==> config.mk <==
export PLATFORM = sky130hd
export DESIGN_NAME = cml_loader_flat
export DESIGN_NICKNAME = d
export VERILOG_FILES = /design/src/verilog/cml_pkg.sv /design/src/verilog/cml_if.sv /design/src/verilog/cml_loader.sv /design/src/flat_wrapper.sv
export SDC_FILE = /design/constraint.sdc
export NUM_CORES = 1
export LEC_CHECK = 0
export ABC_AREA = 1
export BUFFER_PORTS_ARGS = -buffer_cell sky130_fd_sc_hd__buf_2
export CAP_MARGIN = 20
export CORE_ASPECT_RATIO = 0.8
export CORE_UTILIZATION = 45
export CTS_BUF_LIST = sky130_fd_sc_hd__clkbuf_8
export DETAILED_ROUTE_END_ITERATION = 7
export PLACE_DENSITY = 0.68
export REMOVE_ABC_BUFFERS = 1
export SYNTH_ARGS = -nofsm -noshare
export SYNTH_HDL_FRONTEND = slang
export SYNTH_SLANG_ARGS = --single-unit
==> constraint.sdc <==
create_clock -name clk_i -period 4.54 [get_ports clk_i]
set_clock_uncertainty 0.05 [all_clocks]
set_input_delay 0.227 -clock clk_i [delete_from_list [all_inputs] [get_ports clk_i]]
set_output_delay 0.227 -clock clk_i [all_outputs]
set_load 0.05 [all_outputs]
==> src/verilog/cml_pkg.sv <==
// Behaviour
// - Power-up starts in configuration mode
// - Mode line low is user mode, high configuration
// - Host starts load by writing control bit 0
// - Start bit reads high 5 us later
// - Status bit 1 mirrors array error status
// - Status bit 2 mirrors load complete
// - Host writes image bytes to data port
// - Passive parallel asynchronous load over bus only
// - Configured logic drives mode line low
// - User mode register reset-cleared, held otherwise
// - Write offset 0 bit 0 returns to configuration
// - Configuration mode: array releases ack, data, writes
// - Model code differs between modes
// - Check byte 4F config, 2E user
// - Other identification bytes mode-independent
// - Identification space odd bytes of 64-byte block
// - Identification reads take zero wait states
// - Identification map contents fixed as tabulated
// - Bus reset drives mode line high
package cml_pkg;
    // Host bus decode (byte offsets, odd byte lane except user control at 0x00)
    localparam logic [6:0] CML_OFS_USER_CTRL = 7'h00;
    localparam logic [6:0] CML_OFS_CTRL_STAT = 7'h01;
    localparam logic [6:0] CML_OFS_DATA_PORT = 7'h03;
    localparam logic [5:0] CML_OFS_ID_MODEL  = 6'h0B;
    localparam logic [5:0] CML_OFS_ID_CHECK  = 6'h17;
    localparam int         CML_ID_LAST       = 6'h17;
    // Control/status field positions
    localparam int CML_BIT_START = 0;
    localparam int CML_BIT_ERR   = 1;
    localparam int CML_BIT_DONE  = 2;
    // Identification values
    localparam logic [7:0] CML_ID_MAKER      = 8'h5A; // Arbitrary value
    localparam logic [7:0] CML_ID_MODEL_CFG  = 8'h61; // Arbitrary value
    localparam logic [7:0] CML_ID_MODEL_USR  = 8'h62; // Arbitrary value
    localparam logic [7:0] CML_ID_CHECK_CFG  = 8'h4F;
    localparam logic [7:0] CML_ID_CHECK_USR  = 8'h2E;
    localparam logic [7:0] CML_ID_COUNT      = 8'h0C;
    // Start delay: 5 us at 125 MHz
    localparam int CML_CLK_MHZ     = 125;
    localparam int CML_START_US    = 5;
    localparam int CML_START_CYC   = CML_START_US * CML_CLK_MHZ;
    localparam logic [9:0] CML_START_CNT = 10'(CML_START_CYC);
    // Reset value of user-mode mode register
    localparam logic CML_MODE_RST = 1'b0;
endpackage
==> src/verilog/cml_if.sv <==
`timescale 1ns/100ps
`default_nettype none
// Mode line and array configuration port between loader and array
interface cml_if;
    logic       mode_sel;          // High: configuration mode
    logic       cfg_start;         // Loader asks array to begin a load
    logic [7:0] cfg_data;          // Parallel configuration byte
    logic       cfg_data_stb;      // One-cycle byte strobe
    logic       loader_error_status;
    logic       load_complete_flag;
    modport loader (output cfg_start, output cfg_data, output cfg_data_stb,
                    input mode_sel, input loader_error_status, input load_complete_flag);
    modport array  (input cfg_start, input cfg_data, input cfg_data_stb,
                    output mode_sel, output loader_error_status, output load_complete_flag);
endinterface
`default_nettype wire

==> src/verilog/cml_loader.sv <==
`timescale 1ns/100ps
`default_nettype none
// Configuration loader: answers the host bus while the mode line is high
module cml_loader
(
    input  wire logic       clk_i,
    input  wire logic       arst_n_i,
    cml_if.loader           cfg,
    input  wire logic [6:0] addr_i,
    input  wire logic [7:0] wdata_i,
    input  wire logic       wr_i,
    input  wire logic       rd_i,
    input  wire logic       id_sel_i,
    output logic [7:0]      rdata_o,
    output logic            ack_o,
    output logic            data_oe_o,
    output logic            cfg_mode_o
);
    typedef enum logic [1:0] {
        CML_IDLE = 2'b01,
        CML_WAIT = 2'b10
    } cml_phase_e;

    typedef struct packed {
        cml_phase_e phase;
        logic [9:0] cnt;
        logic       ready;
        logic       start;
        logic [7:0] data;
        logic       stb;
        logic [7:0] rdata;
        logic       ack;
        logic       oe;
        logic       m1;
        logic       m2;
        logic       e1;
        logic       e2;
        logic       c1;
        logic       c2;
    } cml_state_s;
    cml_state_s s_q;
    cml_state_s s_d;

    function automatic logic [7:0] id_byte(input logic [5:0] a, input logic usr);
        unique case (a)
            6'h01: id_byte = 8'h49;
            6'h03: id_byte = 8'h50;
            6'h05: id_byte = 8'h41;
            6'h07: id_byte = 8'h48;
            6'h09: id_byte = cml_pkg::CML_ID_MAKER;
            6'h0B: id_byte = usr ? cml_pkg::CML_ID_MODEL_USR : cml_pkg::CML_ID_MODEL_CFG;
            6'h15: id_byte = cml_pkg::CML_ID_COUNT;
            6'h17: id_byte = usr ? cml_pkg::CML_ID_CHECK_USR : cml_pkg::CML_ID_CHECK_CFG;
            default: id_byte = 8'h00; // Even and unused bytes
        endcase
    endfunction

    always_comb
    begin
        s_d       = s_q;
        s_d.start = 1'b0;
        s_d.stb   = 1'b0;
        s_d.ack   = 1'b0;
        s_d.oe    = 1'b0;
        // Array status lines are asynchronous to the bus clock
        s_d.m1 = cfg.mode_sel;
        s_d.m2 = s_q.m1;
        s_d.e1 = cfg.loader_error_status;
        s_d.e2 = s_q.e1;
        s_d.c1 = cfg.load_complete_flag;
        s_d.c2 = s_q.c1;
        unique case (s_q.phase)
            CML_IDLE:
                if (s_q.cnt != 10'h000)
                    s_d.cnt = s_q.cnt - 10'h001;
            CML_WAIT:
                if (s_q.cnt == 10'h001)
                begin
                    s_d.ready = 1'b1;
                    s_d.phase = CML_IDLE;
                    s_d.cnt   = 10'h000;
                end
                else
                    s_d.cnt = s_q.cnt - 10'h001;
            default:
                s_d.phase = CML_IDLE;
        endcase
        if (s_q.m2 && (rd_i || wr_i))
        begin
            s_d.ack = 1'b1;
            s_d.oe  = rd_i;
            if (id_sel_i)
                s_d.rdata = id_byte(addr_i[5:0], 1'b0);
            else if (addr_i == cml_pkg::CML_OFS_CTRL_STAT)
                s_d.rdata = {5'h00, s_q.c2, s_q.e2, s_q.ready};
            else
                s_d.rdata = 8'h00;
            if (wr_i && !id_sel_i && addr_i == cml_pkg::CML_OFS_CTRL_STAT)
            begin
                s_d.ready = 1'b0;
                if (wdata_i[cml_pkg::CML_BIT_START])
                begin
                    s_d.start = 1'b1;
                    s_d.phase = CML_WAIT;
                    s_d.cnt   = cml_pkg::CML_START_CNT;
                end
            end
            if (wr_i && !id_sel_i && addr_i == cml_pkg::CML_OFS_DATA_PORT)
            begin
                s_d.data = wdata_i;
                s_d.stb  = 1'b1;
            end
        end
    end

    always_ff @(posedge clk_i or negedge arst_n_i)
    begin
        if (!arst_n_i)
            s_q <= '{phase: CML_IDLE, cnt: 10'h000, ready: 1'b0, start: 1'b0, data: 8'h00,
                     stb: 1'b0, rdata: 8'h00, ack: 1'b0, oe: 1'b0, m1: 1'b0, m2: 1'b0,
                     e1: 1'b0, e2: 1'b0, c1: 1'b0, c2: 1'b0};
        else
            s_q <= s_d;
    end

    assign cfg.cfg_start    = s_q.start;
    assign cfg.cfg_data     = s_q.data;
    assign cfg.cfg_data_stb = s_q.stb;
    assign rdata_o    = s_q.rdata;
    assign ack_o      = s_q.ack;
    assign data_oe_o  = s_q.oe;
    assign cfg_mode_o = s_q.m2;
endmodule
`default_nettype wire

==> src/flat_wrapper.sv <==
// flat-port wrapper written by rule: the top's interface ports become plain ports
module cml_loader_flat 
  (clk_i, arst_n_i, addr_i, wdata_i, wr_i, rd_i, id_sel_i, rdata_o, ack_o, data_oe_o, cfg_mode_o, cfg_cfg_start, cfg_cfg_data, cfg_cfg_data_stb, cfg_mode_sel, cfg_loader_error_status, cfg_load_complete_flag);
  cml_if cfg_i ();
  input  wire logic clk_i;
  input  wire logic arst_n_i;
  input  wire logic [6:0] addr_i;
  input  wire logic [7:0] wdata_i;
  input  wire logic wr_i;
  input  wire logic rd_i;
  input  wire logic id_sel_i;
  output logic [7:0] rdata_o;
  output logic ack_o;
  output logic data_oe_o;
  output logic cfg_mode_o;
  output wire logic [$bits(cfg_i.cfg_start)-1:0] cfg_cfg_start;
  output wire logic [$bits(cfg_i.cfg_data)-1:0] cfg_cfg_data;
  output wire logic [$bits(cfg_i.cfg_data_stb)-1:0] cfg_cfg_data_stb;
  input wire logic [$bits(cfg_i.mode_sel)-1:0] cfg_mode_sel;
  input wire logic [$bits(cfg_i.loader_error_status)-1:0] cfg_loader_error_status;
  input wire logic [$bits(cfg_i.load_complete_flag)-1:0] cfg_load_complete_flag;
  assign cfg_cfg_start = cfg_i.cfg_start;
  assign cfg_cfg_data = cfg_i.cfg_data;
  assign cfg_cfg_data_stb = cfg_i.cfg_data_stb;
  assign cfg_i.mode_sel = cfg_mode_sel;
  assign cfg_i.loader_error_status = cfg_loader_error_status;
  assign cfg_i.load_complete_flag = cfg_load_complete_flag;
  cml_loader u_core (.clk_i(clk_i), .arst_n_i(arst_n_i), .cfg(cfg_i), .addr_i(addr_i), .wdata_i(wdata_i), .wr_i(wr_i), .rd_i(rd_i), .id_sel_i(id_sel_i), .rdata_o(rdata_o), .ack_o(ack_o), .data_oe_o(data_oe_o), .cfg_mode_o(cfg_mode_o));
endmodule
==> metrics <==
cts bufs inserted=5; DRC=0; failing checks=negative hold slack; Lkg Pwr=1.40 nW; Distinct cells, synth=29; max-slew violation count=0; final worst path period share=0.427; cts hold-fix bufs=3; share of cells above drive strength 1=0.247; fin cells=376; Setup CP Type=reg -> reg; post-CTS repair timing setup buffer count=0; Worst Hold Class=in -> async; CTS tree=built; vias in the first global route=1730; status=complete, but fails checks; Synth Register Bits=38; die area=0.00508 mm^2; Avg Cell Area, Syn=7.71 um^2; CTS Sinks=38; dpl cell area=0.00232 mm^2; global-route wire length before repair=7.80 mm; share of the synthesized area in the top cell type=0.429; NumNets Final=343; I/O pin total=44; Tmin final=1.94 ns; Cells after Synth=280; clock buffer depth=2; grt ovf=0; clock-pin slew on the worst setup and hold paths=0.07 ns; Worst Path Arrival=2.09 ns; final wirelength=4.44 mm; fraction of registers with async set/reset=1.00; Die X=79.5 um; Slew headroom=0.455; Syn Std Cell Area=0.00216 mm^2; post-DP HPWL=3.29 mm; max cap viols=0; post-synth top area cell=dfrtp_1; ys flop type=dfrtp_1; placed cell count=365; # setup viols final=0; worst-path fanout max=15; worst slew pin tran=0.818 ns; RePlAce Congestion=0.908; largest net degree at the start of global routing=39; # resized after CTS=0; Yosys warnings=0; CP required=4.69 ns; Starting Density=0.470; core area=0.00460 mm^2; IR drop worst, VDD=248 uV; DIE HEIGHT=64.0 um; most frequent cells in the layout=nand2_1 (84), buf_2 (42), dfrtp_1 (37); RSZ-0062 raised after global routing=no; First-pass DRT Iterations=4; initial antenna violation count=0; Area growth syn-to-layout=14.3%; CP startpoint kind=flop; P per Cell Area=524 mW/mm^2; commonest non-fill, non-tap cell in the layout=nand2_1; H-Tree Depth=2; TNS Setup=0 ns; Routed Antenna Nets=0; IO buf count=42; fmax=516 MHz; root buffer cell=clkbuf_8; Setup crit end kind=flop; WHS=-0.0199 ns; Worst R2R Setup Slack=2.60 ns; Worst-Skew Late Latency=0.29 ns; ANT cells=0; via density per instance=4.93; sequential area share after synthesis=0.441; # rows=22; Initial DRC Count=170; Vias=1854; synth top area cells=dfrtp_1 (43%), nand2_1 (15%), buf_4 (5.6%); final hold vios=37; total track usage=0.201; FILL cells=435; DR WL/cell=11.8 um; post-layout instance area=0.00247 mm^2; Post-synth EDFFs=0
[power breakdown]
| part | total, W | switching [W] | internal, W |
|---|---|---|---|
| combinational | 0.000563 | 0.000380 | 0.000183 |
| sequential | 0.000441 | 0.0000440 | 0.000397 |
| clock | 0.000290 | 0.000113 | 0.000177 |
| total | 0.00129 | 0.000537 | 0.000756 |
[worst paths after layout]
check | startpoint | endpoint | cells past startpoint
max in group asynchronous | arst_n_i | u_core.s_q[32]$_DFF_PN0_ | 1
hold reg to reg | u_core.s_d[4]$_DFF_PN0_ | u_core.cfg_mode_o$_DFF_PN0_ | 0
setup / recovery | u_core.s_q[37]$_DFF_PN1_ | u_core.s_q[35]$_DFF_PN0_ | 7
min in group clk_i | wdata_i[3] | u_core.cfg.cfg_data[3]$_DFFE_PN0P_ | 3
hold / removal | arst_n_i | u_core.data_oe_o$_DFF_PN0_ | 1
setup reg to reg | u_core.s_q[37]$_DFF_PN1_ | u_core.s_q[35]$_DFF_PN0_ | 7
[cells by family after synthesis]
family | synth area share
other | 0.00174
adder cells (fa/ha/maj) | 0.0290
XOR/XNOR | 0.00406
AND/OR/NAND/NOR | 0.353
AO/OA/AOI/OAI | 0.0492
flip-flops | 0.441
buffers and inverters | 0.122
[sequential cells by signal, indices dropped and copies added, names as in the netlist]
register / count
u_core.s_d: 3
u_core.s_q: 15
u_core.cfg.cfg_data_stb: 1
u_core.cfg_mode_o: 1
u_core.cfg.cfg_data: 8
u_core.cfg.cfg_start: 1
u_core.data_oe_o: 1
u_core.ack_o: 1
u_core.rdata_o: 7
[critical path, stage by stage, from the launching register on]
cell and delay [ns]:
dfstp_2 0.55, inv_1 0.05, ha_1 0.38, inv_1 0.34, nand3_1 0.17, nand2_1 0.10, nand2_1 0.06, nor3_1 0.18
[synthesized netlist by cell type (all sizes together), types with 2 or more instances]
library cell   n
nor3           3
nand3         20
a21oi          7
inv           36
nand4         11
dfrtp         37
o21ai          7
buf           16
nor2          33
a31oi          2
nand2         93
ha             5
[through the flow]
stage	setup slack [ns]	utilization	power, W
floorplan	2.85	-	0.000872
global placement	2.72	0.505	0.000990
detailed placement	2.66	0.505	0.000998
CTS	2.58	0.537	0.00129
global route	2.42	0.537	0.00141
finish	2.60	0.537	0.00129
[final cells by class]
type,instances,area [um^2],area share
flip-flops and latches,38,952,0.386
multi-input cells,188,943,0.382
repair buffers,45,240,0.0974
inverters,37,140,0.0568
clock buffers,6,82.6,0.0335
well taps,60,75.1,0.0304
clock inverters,2,33.8,0.0137
[metal layers]
| layer | routed length, um | up-vias | global-route usage |
|---|---|---|---|
| met4 | 60 | 0 | 0.0727 |
| met3 | 399 | 7 | 0.0571 |
| met1 | 2200 | 840 | 0.285 |
| met5 | 0 | - | 0 |
| li1 | - | 939 | - |
| met2 | 1790 | 68 | 0.291 |
(Power assumes the default switching activity.)
